**src/verilog/tdc_pkg.sv**
```systemverilog
// Shared constants and types for the dual timer/event counter block.
package tdc_pkg;

  // Register indices; the byte address on the bus is four times the index.
  localparam logic [7:0] TDC_IDX_C0_DATA = 8'h0D;  // Counter 0 count and preload.
  localparam logic [7:0] TDC_IDX_C0_CTRL = 8'h0E;  // Counter 0 control.
  localparam logic [7:0] TDC_IDX_C1_DATA = 8'h10;  // Counter 1 count and preload.
  localparam logic [7:0] TDC_IDX_C1_CTRL = 8'h11;  // Counter 1 control.
  localparam logic [7:0] TDC_IDX_INTERRUPT_CONTROL_0   = 8'h0B;  // Interrupt control 0.
  localparam logic [7:0] TDC_IDX_INTERRUPT_CONTROL_1   = 8'h1E;  // Interrupt control 1.
  localparam logic [7:0] TDC_IDX_PORT_A  = 8'h12;  // Port A output latch.

  // Control register field positions.
  localparam int TDC_CTRL_MODE_HI = 7;  // Top bit of the mode field.
  localparam int TDC_CTRL_MODE_LO = 6;  // Bottom bit of the mode field.
  localparam int TDC_CTRL_RUN     = 4;  // Run bit.
  localparam int TDC_CTRL_EDGE    = 3;  // Active edge select bit.
  localparam int TDC_CTRL_PSC_HI  = 2;  // Top bit of the prescaler field.

  // Interrupt control field positions.
  localparam int TDC_INTERRUPT_CONTROL_0_FLAG = 6;  // Counter 0 overflow flag.
  localparam int TDC_INTERRUPT_CONTROL_0_EN   = 2;  // Counter 0 interrupt enable.
  localparam int TDC_INTERRUPT_CONTROL_1_FLAG = 4;  // Counter 1 overflow flag.
  localparam int TDC_INTERRUPT_CONTROL_1_EN   = 0;  // Counter 1 interrupt enable.
  localparam int TDC_PA_PFD_BIT = 3;  // Port A bit that carries the divider output.

  // Readable bits of each control register; unused bits read as zero.
  localparam logic [7:0] TDC_C0_CTRL_MASK = 8'hDF;  // Bit 5 unused.
  localparam logic [7:0] TDC_C1_CTRL_MASK = 8'hD8;  // Bits 5 and 2..0 unused.

  // Reset values.
  localparam logic [7:0] TDC_CTRL_RESET  = 8'h08;  // Off, falling edge, mode unused.
  localparam logic [7:0] TDC_DATA_RESET  = 8'h00;  // Count and preload.
  localparam logic [7:0] TDC_COUNT_MAX   = 8'hFF;  // Last value before the roll.

  // Timing figures.
  localparam int TDC_PSC_WIDTH = 7;  // Prescaler stages, division up to 128.
  localparam int TDC_C1_DIV    = 4;  // Fixed divider for counter 1 internal clock.

  // Operating modes held in control bits 7:6.
  typedef enum logic [1:0] {
    TDC_MODE_UNUSED = 2'b00,
    TDC_MODE_EVENT  = 2'b01,
    TDC_MODE_TIMER  = 2'b10,
    TDC_MODE_PULSE  = 2'b11
  } tdc_mode_t;

  // Pulse-width measurement sequence, one-hot.
  typedef enum logic [2:0] {
    TDC_PW_WAIT = 3'b001,
    TDC_PW_MEAS = 3'b010,
    TDC_PW_DONE = 3'b100
  } tdc_pw_state_t;

  // Byte address of a register index on the bus.
  function automatic logic [7:0] tdc_byte_addr(input logic [7:0] idx);
    tdc_byte_addr = {idx[5:0], 2'b00};
  endfunction

endpackage

```
**src/verilog/tdc_top.sv**
```systemverilog
// Two 8-bit timer/event counters with a classic Wishbone register slave.
//
// The Wishbone register port was chosen for this implementation.
`timescale 1ns/1ps
module tdc_top
  import tdc_pkg::*;
#(
  parameter bit         C1_FROM_C0_OVF = 1'b0,  // Counter 1 internal clock from counter 0.
  parameter bit         PFD_ENABLE     = 1'b1,  // Divider output present on port A bit 3.
  parameter bit         PFD_FROM_C1    = 1'b0,  // Divider follows counter 1, else counter 0.
  parameter logic [7:0] PORT_A_RESET   = 8'hFF  // Port A latch after reset.
)(
  input  wire logic        clk_i,          // System clock, 10 MHz.
  input  wire logic        rst_i,          // Synchronous reset, active high.
  input  wire logic        wb_cyc_i,       // Wishbone cycle.
  input  wire logic        wb_stb_i,       // Wishbone strobe.
  input  wire logic        wb_we_i,        // Wishbone write enable.
  input  wire logic [7:0]  wb_adr_i,       // Wishbone byte address.
  input  wire logic [3:0]  wb_sel_i,       // Wishbone byte selects.
  input  wire logic [31:0] wb_dat_i,       // Wishbone write data.
  output logic      [31:0] wb_dat_o,       // Wishbone read data.
  output logic             wb_ack_o,       // Wishbone acknowledge.
  input  wire logic        c0_ext_i,       // Counter 0 external pin.
  input  wire logic        c1_ext_i,       // Counter 1 external pin.
  output logic             c0_irq_o,       // Counter 0 interrupt request.
  output logic             c1_irq_o,       // Counter 1 interrupt request.
  output logic             wake_o,         // Wake-up pulse on any overflow.
  output logic             port_a_bit3_o   // Port A bit 3 pin level.
);

  // Bus access decode.
  logic        req;       // A new request is on the bus.
  logic        wr_lane;   // Write with the low byte lane selected.
  logic [7:0]  wdat;      // Low byte of the write data.
  logic [7:0]  rd_nxt;    // Read data for the current address.
  logic        ack_r;     // Acknowledge register.
  logic [31:0] rdat_r;    // Read data register.

  // Per-channel strobes, arrays index the channel.
  logic [1:0]  wr_data;   // Write to a data register.
  logic [1:0]  wr_ctrl;   // Write to a control register.
  logic [1:0]  rd_data;   // Read of a data register.
  logic        wr_interrupt_control_0;  // Write to interrupt control 0.
  logic        wr_interrupt_control_1;  // Write to interrupt control 1.
  logic        wr_porta;  // Write to the port A latch.

  // Counter state.
  logic [7:0]    count_r   [2];  // Live counts.
  logic [7:0]    preload_r [2];  // Preload values.
  tdc_mode_t     mode_r    [2];  // Operating modes.
  logic [1:0]    run_r;          // Run bits.
  logic [1:0]    edge_r;         // Edge select bits.
  logic [2:0]    psc_r;          // Counter 0 prescaler field.
  tdc_pw_state_t pw_r      [2];  // Pulse-width sequence states.

  // Per-channel clocking terms.
  logic [1:0] rise;      // Rising edges.
  logic [1:0] fall;      // Falling edges.
  logic [1:0] act_edge;  // Active edge as chosen by the edge bit.
  logic [1:0] ret_edge;  // Opposite edge that ends a measurement.
  logic [1:0] int_tick;  // Internal clock enables.
  logic [1:0] inc;       // Count advances this cycle.
  logic [1:0] ovf;       // Count rolls over this cycle.
  logic [1:0] pw_end;    // Measurement completes this cycle.
  logic       psc_tick;  // Prescaled clock for counter 0.
  logic       div4_tick; // Quarter-rate clock for counter 1.

  // Interrupt control and port state.
  logic       c0_flag_r;  // Counter 0 overflow flag.
  logic       c1_flag_r;  // Counter 1 overflow flag.
  logic       c0_en_r;    // Counter 0 interrupt enable.
  logic       c1_en_r;    // Counter 1 interrupt enable.
  logic [7:0] porta_r;    // Port A latch.
  logic       pfd_tog_r;  // Divider output toggle.
  logic       c0_irq_r;   // Counter 0 request register.
  logic       c1_irq_r;   // Counter 1 request register.
  logic       wake_r;     // Wake-up register.
  logic       pa3_r;      // Port A bit 3 pin register.

  // Internal clock sources.
  // Selectable power-of-two prescaler.
  tdc_prescaler #(.W (TDC_PSC_WIDTH)) u_psc (
    .clk_i  (clk_i),
    .rst_i  (rst_i),
    .sel_i  (psc_r),
    .tick_o (psc_tick),
    .div4_o (div4_tick)
  );

  // Pin synchronisers for both external inputs.
  tdc_pin_sync u_sync0 (
    .clk_i   (clk_i),
    .rst_i   (rst_i),
    .pin_i   (c0_ext_i),
    .level_o (),
    .rise_o  (rise[0]),
    .fall_o  (fall[0])
  );

  tdc_pin_sync u_sync1 (
    .clk_i   (clk_i),
    .rst_i   (rst_i),
    .pin_i   (c1_ext_i),
    .level_o (),
    .rise_o  (rise[1]),
    .fall_o  (fall[1])
  );

  // Decode the bus request; one access is taken per ack.
  always_comb
  begin
    req      = wb_cyc_i & wb_stb_i & ~ack_r;
    wr_lane  = req & wb_we_i & wb_sel_i[0];
    wdat     = wb_dat_i[7:0];
    wr_data  = {wr_lane & (wb_adr_i == tdc_byte_addr(TDC_IDX_C1_DATA)),
                wr_lane & (wb_adr_i == tdc_byte_addr(TDC_IDX_C0_DATA))};
    wr_ctrl  = {wr_lane & (wb_adr_i == tdc_byte_addr(TDC_IDX_C1_CTRL)),
                wr_lane & (wb_adr_i == tdc_byte_addr(TDC_IDX_C0_CTRL))};
    rd_data  = {req & ~wb_we_i & (wb_adr_i == tdc_byte_addr(TDC_IDX_C1_DATA)),
                req & ~wb_we_i & (wb_adr_i == tdc_byte_addr(TDC_IDX_C0_DATA))};
    wr_interrupt_control_0 = wr_lane & (wb_adr_i == tdc_byte_addr(TDC_IDX_INTERRUPT_CONTROL_0));
    wr_interrupt_control_1 = wr_lane & (wb_adr_i == tdc_byte_addr(TDC_IDX_INTERRUPT_CONTROL_1));
    wr_porta = wr_lane & (wb_adr_i == tdc_byte_addr(TDC_IDX_PORT_A));
  end

  // Read multiplexer; unmapped addresses read as zero.
  always_comb
  begin
    rd_nxt = 8'h00;
    if (wb_adr_i == tdc_byte_addr(TDC_IDX_C0_DATA))
      rd_nxt = count_r[0];
    else if (wb_adr_i == tdc_byte_addr(TDC_IDX_C1_DATA))
      rd_nxt = count_r[1];
    else if (wb_adr_i == tdc_byte_addr(TDC_IDX_C0_CTRL))
      rd_nxt = {mode_r[0], 1'b0, run_r[0], edge_r[0], psc_r} & TDC_C0_CTRL_MASK;
    else if (wb_adr_i == tdc_byte_addr(TDC_IDX_C1_CTRL))
      rd_nxt = {mode_r[1], 1'b0, run_r[1], edge_r[1], 3'b000} & TDC_C1_CTRL_MASK;
    else if (wb_adr_i == tdc_byte_addr(TDC_IDX_INTERRUPT_CONTROL_0))
      rd_nxt = 8'(({7'h00, c0_flag_r} << TDC_INTERRUPT_CONTROL_0_FLAG) | ({7'h00, c0_en_r} << TDC_INTERRUPT_CONTROL_0_EN));
    else if (wb_adr_i == tdc_byte_addr(TDC_IDX_INTERRUPT_CONTROL_1))
      rd_nxt = 8'(({7'h00, c1_flag_r} << TDC_INTERRUPT_CONTROL_1_FLAG) | ({7'h00, c1_en_r} << TDC_INTERRUPT_CONTROL_1_EN));
    else if (wb_adr_i == tdc_byte_addr(TDC_IDX_PORT_A))
      rd_nxt = porta_r;
  end

  // Answer every request one cycle later and drop ack the cycle after.
  always_ff @(posedge clk_i)
  begin
    if (rst_i)
    begin
      ack_r  <= 1'b0;
      rdat_r <= 32'h0000_0000;
    end
    else
    begin
      ack_r <= req;
      if (req & ~wb_we_i)
        rdat_r <= {24'h00_0000, rd_nxt};
    end
  end

  // Internal clock choice for each channel.
  always_comb
  begin
    int_tick[0] = psc_tick;
    // Counter 1 source is a build option.
    int_tick[1] = C1_FROM_C0_OVF ? ovf[0] : div4_tick;
  end

  // The two counters share one structure.
  for (genvar ch = 0; ch < 2; ch++)
  begin : g_ch
    // Advance and overflow decisions.
    always_comb
    begin
      // Edge bit picks the active transition.
      act_edge[ch] = edge_r[ch] ? fall[ch] : rise[ch];
      ret_edge[ch] = edge_r[ch] ? rise[ch] : fall[ch];
      inc[ch]      = 1'b0;
      // Counting only while running; frozen during a read.
      if (run_r[ch] & ~rd_data[ch])
      begin
        unique case (mode_r[ch])
          TDC_MODE_EVENT:  inc[ch] = act_edge[ch];
          TDC_MODE_TIMER:  inc[ch] = int_tick[ch];
          // Pulse mode times with the internal clock.
          TDC_MODE_PULSE:  inc[ch] = (pw_r[ch] == TDC_PW_MEAS) & int_tick[ch];
          TDC_MODE_UNUSED: inc[ch] = 1'b0;
        endcase
      end
      ovf[ch]    = inc[ch] & (count_r[ch] == TDC_COUNT_MAX);
      pw_end[ch] = (mode_r[ch] == TDC_MODE_PULSE) & run_r[ch] &
                   (pw_r[ch] == TDC_PW_MEAS) & ret_edge[ch];
    end

    // Count and preload registers.
    always_ff @(posedge clk_i)
    begin
      if (rst_i)
      begin
        count_r[ch]   <= TDC_DATA_RESET;
        preload_r[ch] <= TDC_DATA_RESET;
      end
      else
      begin
        // Write reaches the count only when stopped.
        if (wr_data[ch])
          preload_r[ch] <= wdat;
        // Roll reloads from preload; in pulse mode too.
        if (wr_data[ch] & ~run_r[ch])
          count_r[ch] <= wdat;
        else if (ovf[ch])
          count_r[ch] <= preload_r[ch];
        else if (inc[ch])
          count_r[ch] <= count_r[ch] + 8'h01;
      end
    end

    // Control fields; software writes, pulse mode may clear run.
    always_ff @(posedge clk_i)
    begin
      if (rst_i)
      begin
        mode_r[ch] <= tdc_mode_t'(TDC_CTRL_RESET[TDC_CTRL_MODE_HI:TDC_CTRL_MODE_LO]);
        run_r[ch]  <= TDC_CTRL_RESET[TDC_CTRL_RUN];
        edge_r[ch] <= TDC_CTRL_RESET[TDC_CTRL_EDGE];
      end
      else if (wr_ctrl[ch])
      begin
        mode_r[ch] <= tdc_mode_t'(wdat[TDC_CTRL_MODE_HI:TDC_CTRL_MODE_LO]);
        run_r[ch]  <= wdat[TDC_CTRL_RUN];
        edge_r[ch] <= wdat[TDC_CTRL_EDGE];
      end
      // Run clears when the measurement ends.
      else if (pw_end[ch])
        run_r[ch] <= 1'b0;
    end

    // Pulse-width sequence: wait for edge, measure, then hold.
    always_ff @(posedge clk_i)
    begin
      if (rst_i)
        pw_r[ch] <= TDC_PW_WAIT;
      // Leaving pulse mode or stopping abandons a measurement.
      else if ((mode_r[ch] != TDC_MODE_PULSE) | ~run_r[ch])
        pw_r[ch] <= (pw_r[ch] == TDC_PW_MEAS) ? TDC_PW_DONE : pw_r[ch];
      else
      begin
        unique case (pw_r[ch])
          TDC_PW_WAIT: pw_r[ch] <= act_edge[ch] ? TDC_PW_MEAS : TDC_PW_WAIT;
          TDC_PW_MEAS: pw_r[ch] <= ret_edge[ch] ? TDC_PW_DONE : TDC_PW_MEAS;
          // Result held until run is set again.
          TDC_PW_DONE: pw_r[ch] <= TDC_PW_WAIT;
          default:     pw_r[ch] <= TDC_PW_WAIT;
        endcase
      end
    end
  end

  // Prescaler field of counter 0.
  always_ff @(posedge clk_i)
  begin
    if (rst_i)
      psc_r <= TDC_CTRL_RESET[TDC_CTRL_PSC_HI:0];
    else if (wr_ctrl[0])
      psc_r <= wdat[TDC_CTRL_PSC_HI:0];
  end

  // Overflow flags; a new overflow beats a software clear.
  always_ff @(posedge clk_i)
  begin
    if (rst_i)
    begin
      c0_flag_r <= 1'b0;
      c1_flag_r <= 1'b0;
      c0_en_r   <= 1'b0;
      c1_en_r   <= 1'b0;
    end
    else
    begin
      c0_flag_r <= ovf[0] | (wr_interrupt_control_0 ? wdat[TDC_INTERRUPT_CONTROL_0_FLAG] : c0_flag_r);
      c1_flag_r <= ovf[1] | (wr_interrupt_control_1 ? wdat[TDC_INTERRUPT_CONTROL_1_FLAG] : c1_flag_r);
      if (wr_interrupt_control_0)
        c0_en_r <= wdat[TDC_INTERRUPT_CONTROL_0_EN];
      if (wr_interrupt_control_1)
        c1_en_r <= wdat[TDC_INTERRUPT_CONTROL_1_EN];
    end
  end

  // Interrupt requests and wake-up pulse.
  always_ff @(posedge clk_i)
  begin
    if (rst_i)
    begin
      c0_irq_r <= 1'b0;
      c1_irq_r <= 1'b0;
      wake_r   <= 1'b0;
    end
    else
    begin
      c0_irq_r <= c0_flag_r & c0_en_r;
      c1_irq_r <= c1_flag_r & c1_en_r;
      wake_r   <= ovf[0] | ovf[1];
    end
  end

  // Port A latch, divider toggle and bit 3 pin.
  always_ff @(posedge clk_i)
  begin
    if (rst_i)
    begin
      porta_r   <= PORT_A_RESET;
      pfd_tog_r <= 1'b0;
      pa3_r     <= 1'b0;
    end
    else
    begin
      if (wr_porta)
        porta_r <= wdat;
      if (PFD_FROM_C1 ? ovf[1] : ovf[0])
        pfd_tog_r <= ~pfd_tog_r;
      // Latch bit 3 gates the divider onto the pin.
      pa3_r <= PFD_ENABLE ? (porta_r[TDC_PA_PFD_BIT] & pfd_tog_r) : porta_r[TDC_PA_PFD_BIT];
    end
  end

  // Outputs straight from registers.
  assign wb_ack_o      = ack_r;
  assign wb_dat_o      = rdat_r;
  assign c0_irq_o      = c0_irq_r;
  assign c1_irq_o      = c1_irq_r;
  assign wake_o        = wake_r;
  assign port_a_bit3_o = pa3_r;

endmodule

```
**src/verilog/tdc_prescaler.sv**
```systemverilog
// Free-running divider that gives one-cycle enable pulses for the internal clocks.
`timescale 1ns/1ps
module tdc_prescaler
  import tdc_pkg::*;
#(
  parameter int W = TDC_PSC_WIDTH  // Number of prescaler stages.
)(
  input  wire logic       clk_i,   // System clock.
  input  wire logic       rst_i,   // Synchronous reset, active high.
  input  wire logic [2:0] sel_i,   // Power of two to divide by.
  output logic            tick_o,  // Selected prescaled enable pulse.
  output logic            div4_o   // Enable pulse at one quarter rate.
);

  logic [W-1:0] cnt_r;  // Divider stages.
  logic [W-1:0] mask;   // Low stages that must all be ones.

  // The divider runs on from reset and is never stopped.
  always_ff @(posedge clk_i)
  begin
    if (rst_i)
    begin
      cnt_r <= '0;
    end
    else
    begin
      cnt_r <= cnt_r + 1'b1;
    end
  end

  // A tick fires when the chosen number of low stages are all ones.
  always_comb
  begin
    mask   = W'((1 << sel_i) - 1);
    tick_o = ((cnt_r & mask) == mask);
    div4_o = (cnt_r[1:0] == 2'(TDC_C1_DIV - 1));
  end

endmodule

```
**src/verilog/tdc_pin_sync.sv**
```systemverilog
// Two-stage synchroniser with edge detection for one external counter pin.
`timescale 1ns/1ps
module tdc_pin_sync (
  input  wire logic clk_i,    // System clock.
  input  wire logic rst_i,    // Synchronous reset, active high.
  input  wire logic pin_i,    // Raw pin from outside the clock domain.
  output logic      level_o,  // Synchronised pin level.
  output logic      rise_o,   // One-cycle pulse on a low-to-high change.
  output logic      fall_o    // One-cycle pulse on a high-to-low change.
);

  logic sync1_r;  // First stage, read only by the second.
  logic sync2_r;  // Second stage, safe to use.
  logic prev_r;   // Previous synchronised level.

  // Bring the pin into the clock domain and keep one older sample.
  always_ff @(posedge clk_i)
  begin
    if (rst_i)
    begin
      sync1_r <= 1'b0;
      sync2_r <= 1'b0;
      prev_r  <= 1'b0;
    end
    else
    begin
      sync1_r <= pin_i;
      sync2_r <= sync1_r;
      prev_r  <= sync2_r;
    end
  end

  // Edges are found between the second stage and the older sample.
  always_comb
  begin
    level_o = sync2_r;
    rise_o  = sync2_r & ~prev_r;
    fall_o  = ~sync2_r & prev_r;
  end

endmodule

```
**config.mk**
```make
export PLATFORM = sky130hd
export DESIGN_NAME = tdc_top
export DESIGN_NICKNAME = d
export VERILOG_FILES = /design/src/verilog/tdc_pkg.sv /design/src/verilog/tdc_top.sv /design/src/verilog/tdc_prescaler.sv /design/src/verilog/tdc_pin_sync.sv
export SDC_FILE = /design/constraint.sdc
export NUM_CORES = 1
export LEC_CHECK = 0
export BUFFER_PORTS_ARGS = -buffer_cell sky130_fd_sc_hd__clkbuf_2
export CAP_MARGIN = 20
export CORE_MARGIN = 5
export CORE_UTILIZATION = 41
export DETAILED_ROUTE_END_ITERATION = 10
export PLACE_DENSITY_LB_ADDON = 0.1
export SETUP_SLACK_MARGIN = 0.02
export SYNTH_ARGS = -nofsm -noshare
export SYNTH_HDL_FRONTEND = slang
export SYNTH_HIERARCHICAL = 1
export SYNTH_SLANG_ARGS = --single-unit
```
**constraint.sdc**
```tcl
create_clock -name clk_i -period 6.42 [get_ports clk_i]
set_clock_uncertainty 0.2 [all_clocks]
set_input_delay 0.642 -clock clk_i [delete_from_list [all_inputs] [get_ports clk_i]]
set_output_delay 0.642 -clock clk_i [all_outputs]
set_load 0.05 [all_outputs]
```
* Yosys cells after proc, flatten, opt, wreduce, memory -nomap -nowiden
Memory sizes are Yosys's and may differ from the RTL's.
Cells that the tools add are included.
** Word-level totals
- Output and inout port bits :: 37
- Bits in writable memories :: 42
- Input bits :: 51
- Memories :: 4
- Word-level logic and storage cells :: 261
- Bits in registers :: 46
** Memories
- count_r :: words 2, bits a word 8, read ports 2, clocked after memory_dff 0, wr ports 2, line tdc_top.sv:48 : logic [7:0] count_r [2];
- preload_r :: words 2, bits a word 8, read ports 2, clocked after memory_dff 0, wr ports 2, line tdc_top.sv:49 : logic [7:0] preload_r [2];
- pw_r :: words 2, bits a word 3, read ports 2, clocked after memory_dff 0, wr ports 2, line tdc_top.sv:54 : tdc_pw_state_t pw_r [2];
- mode_r :: words 2, bits a word 2, read ports 2, clocked after memory_dff 0, wr ports 2, line tdc_top.sv:50 : tdc_mode_t mode_r [2];
** Cells by class
- Bitwise logic cells :: 74
- Equality and inequality tests :: 25
- Muxes and demuxes :: 123
- Shift-type cells :: 1
- Reductions and logical operators :: 6
- Add/subtract/negate cells :: 4
** Operators by type and width (number)
- $mux 8 :: 15
- $mux 1 :: 88
- $mux 3 :: 14
- $and 1x1->1 :: 35
- $eq 8x7->1 const B :: 4
- $or 1x1->1 :: 25
- $eq 8x6->1 const B :: 3
- $add 8x1->8 const B :: 2
- $eq 8x8->1 const B :: 2
- $not 1->1 :: 11
- $eq 2x2->1 const B :: 5
- $mux 2 :: 4
- $pmux 1 s4 :: 2
- $add 7x1->7 const B :: 1
- $and 7x7->7 :: 1
- $eq 7x7->1 :: 1
- $or 7x3->7 :: 1
- $shl 1x3->7 const A :: 1
- $sub 7x2->7 const B :: 1
- $eq 3x1->1 const B :: 2
- $eq 3x2->1 const B :: 2
- $eq 3x3->1 const B :: 2
- $reduce_or 3->1 :: 2
- $or 5x1->5 :: 1
- other kinds (4) :: 8

* Logic depth before layout (Yosys ltp)
- Depth after elaboration :: 14
- Mapped depth :: 10
- Mapped depth without buffers :: 9

* Cells and area by module
Netlist, hierarchy kept.
** Modules (own cells, without submodules)
- tdc_top :: times used 1, sequential area each 1921.8 sq um, area each 4265.3 sq um, cells each 444
- tdc_prescaler :: times used 1, sequential area each 140.1 sq um, area each 304.0 sq um, cells each 35
- tdc_pin_sync :: times used 2, sequential area each 60.1 sq um, area each 91.3 sq um, cells each 8

* Least setup slack after synthesis
OpenSTA, ideal clock, no wires.
- Kind :: input port to flip-flop
- Start point :: input port wb_adr_i[7]
- End point :: memory count_r[1][0], enable pin
- Stages on the path :: 6
- Data arrival time :: 2293 ps
- Data required time :: 5933 ps
- Slack :: 3640 ps
- Path buffers :: 2
- Setup time :: 287 ps
- Cells stage by stage :: clkbuf_2 > or4b_1 > buf_4 > o41ai_1 > a21oi_1 > a311o_1
** RTL lines
- start: declaration :: line tdc_top.sv:18 : input wire logic [7:0] wb_adr_i,
- end: declaration :: line tdc_top.sv:48

==> results.yml <==
grt:
  via_count_of_the_first_global_routing_pass: 3573
  wire_length_of_the_first_global_routing_pass_um: 19700
  track_usage: 0.182
  maximum_number_of_pins_on_one_net_before_global_route_repair: 64
  antenna_found_initial: 0
  global_route.overflow_total: 0
place:
  routabilityCongestion: 0.921
  dp.final_hpwl_um: 9050
  port_bufs: 36
clock_tree:
  postCtsResizedCells: 0
  tritoncts: "built"
  cts_root_buffer: "clkbuf_16"
  clock_sink_count: 88
  cts_buffer_depth: 2
  tritoncts.num_buffers: 9
  post_cts_hold_buffer_count: 0
  clk_latency_worst_skew_pair_ns: 0.35
  cts_post_setup_buffers_inserted: 0
  cts.clk_slew.worst_paths_ns: 0.06
  htree_num_levels: 3
floorplanning:
  initial_core_util: 0.418
  core.rowCount: 39
  die_width_um: 118
  chip_height_um: 118
  placeableCoreArea_um2: 11400
  io_pins: 88
  die_area_um2: 13800
cells_and_area:
  finalCoreUtilization: 0.464
  synthToLayoutAreaGrowth_pct: 10.9
  fin_nets: 576
  filler_cell_count: 1112
  n_antenna_cell: 0
  fraction_of_layout_cells_with_a_size_suffix_above_1: 0.140
run:
  timing.max_cap.violations: 0
power:
  max-vdd-ir-drop_mv: 0.124
  power.combinational.fraction: 0.088
  power.total_uw: 1300
  power.leakage_uw: 0.00211
  power_frac_clock: 0.439
  pwr_per_cell_area_nw_per_um2: 247
  p_sw_uw: 321
  p_int_uw: 981
  sequentialPowerShare: 0.474
  switching_share: 0.247
logic_synthesis:
  yosysWarningCount: 6
  biggest_area_contributors_in_the_synthesized_netlist: "edfxtp_1, dfxtp_1, buf_4"
  ys_async_sr_fraction: 0
  netlist_instances: 495
  yosys.cell_count.top_type: "nand2_1"
  synth_top_flop_cell: "dfxtp_1"
  synth_cell_type_count: 73
  netlist.top_cell.by_area: "edfxtp_1"
  synth_common_cells: "nand2_1, nor2_1, dfxtp_1"
  synth_seq_cells: 88
  post_synth_instance_area_um2: 4750
  syn_area_per_cell_um2: 9.60
  synth-edff-count: 42
  ys_seq_area_frac: 0.459
  yosysTopAreaCellShare: 0.265
detailed_routing:
  vias: 3826
  route.final.wire_length_um: 12600
  detail_route.vias_per_cell: 5.71
  drt-wirelength-per-cell_um: 18.8
  drt.antenna.violating_nets: 0
  detail_route.iter0.violations: 308
  drt_drc_violations_left: 0
  drt_pre_antenna_iters: 5
timing:
  post-route-min-period_ns: 2.82
  final-max-slew-violation-count: 0
  slew-limit-headroom: 0.344
  finalSetupViolations: 0
  rsz0062_at_grt: "false"
  fin_crit_sh: 0.440
  final-hold-violation-count: 0
  fmax_mhz: 354
  fin_tns_setup_ns: 0
  worst_slew_pin_slew_ns: 0.976
critical_path:
  path_class: "input port to flip-flop"
  critical-path-slowest-cell: "or4b_1"
  critical_path.max_stage_delay_ns: 0.76
  required_time_at_the_endpoint_of_the_critical_path_ns: 6.23
  crit_fanout: 15
  startpoint_type: "input port"
  worst_ep_arrival_time_ns: 2.63
  critPathCaptureType: "flip-flop"
  critical_path_cell_by_cell: "clkbuf_2 -> or4b_1 -> nor3_4 -> a311o_1"
min_path:
  worstHoldPathType: "flip-flop to flip-flop"
run_status:
  status: "finished clean"
==> through the flow <==
step | cell area (um2) | hold WS (ns) | setup WS, ns | std cells
after floorplan | 4840 | 0.214 | 3.64 | 518
after detailed placement | 4950 | 0.226 | 3.22 | 654
after global placement | 4950 | 0.221 | 3.22 | 654
after global routing | 5270 | 0.262 | 3.43 | 670
final | 5270 | 0.238 | 3.60 | 670
after CTS | 5270 | 0.241 | 3.60 | 670
==> worst max-delay path: cells and delay by family <==
kind	cells	cell delay [ns]
AND/OR/NAND/NOR	2	1.30
AO/OA/AOI/OAI	1	0.51
buffers and inverters	1	0.18
==> path summary, 6_finish.rpt <==
kind	from	to	slack [ns]	cells past startpoint
max	wb_adr_i[5]	count_r[1][2]$_SDFFCE_PN0P_	3.60	4
min	u_sync0/sync1_r$_SDFF_PP0_	u_sync0/level_o$_SDFF_PP0_	0.24	1
max reg2reg	wb_ack_o$_SDFF_PP0_	count_r[1][2]$_SDFFCE_PN0P_	3.79	4
min reg2reg	u_sync0/sync1_r$_SDFF_PP0_	u_sync0/level_o$_SDFF_PP0_	0.24	1
==> cell type report <==
cell class	count	area, um2	share of cell area
timing repair buffer	39	203	0.0385
clock buffer	11	243	0.0461
tap	143	179	0.0340
clock inverter	5	80.1	0.0152
sequential	88	2180	0.414
inverter	7	26.3	0.00499
multi-input combinational	377	2360	0.447
==> cell usage in the layout, fill, tap and decap left out, types with 4 or more instances in the layout <==
cell type and count:
nand2b_1 5, mux2i_1 12, a21o_1 4, nor2_1 47, and3_1 29, nor4_1 5, a32o_1 4, a211oi_1 4
a21oi_1 12, a31oi_1 4, a22oi_1 10, nand3b_1 12, dfxtp_1 46, o21ai_0 20, nand2_1 51, clkbuf_2 36
inv_1 7, xor2_1 8, nor2b_1 16, edfxtp_1 42, nor3_1 6, nand3_1 19, a22o_1 6, conb_1 24
and2_1 4, xnor2_1 5, clkbuf_16 9
==> state kept, by name, indices dropped and copies added (netlist names), 2 cells and up <==
name / cells
count_r: 16
pw_r: 6
wb_dat_o: 8
preload_r: 16
run_r: 2
mode_r: 4
u_psc/cnt_r: 7
psc_r: 3
edge_r: 2
porta_r: 8
==> kinds of logic after synthesis <==
kind of cell,Yosys count,share of synthesized area
and+or+nand+nor,230,0.271
AOI/OAI and AO/OA,92,0.139
DFF,88,0.459
buffers and inverters,53,0.0653
muxes,15,0.0324
xor gates and xnor gates,13,0.0240
adders and majority gates,3,0.00790
other,1,0.000789
==> power by group through the flow <==
| stage | Sequential (uW) | Combinational (uW) | Clock (uW) |
|---|---|---|---|
| 4_1_cts | 617 | 114 | 581 |
| 5_1_grt | 619 | 123 | 603 |
| 3_5_place_dp | 629 | 113 | 0 |
| 2_1_floorplan | 631 | 86.8 | 0 |
| 3_3_place_gp | 628 | 113 | 0 |
| 6_report | 617 | 114 | 571 |
==> layer usage <==
layer  global-route usage  up-vias  routed length (um)
met4               0.0724        0                 298
met2                0.262      139                5470
met5                    0        -                   0
met3               0.0413       26                 831
met1                0.262     1833                6000
li1                     -     1828                   -
(Power assumes the default switching activity.)
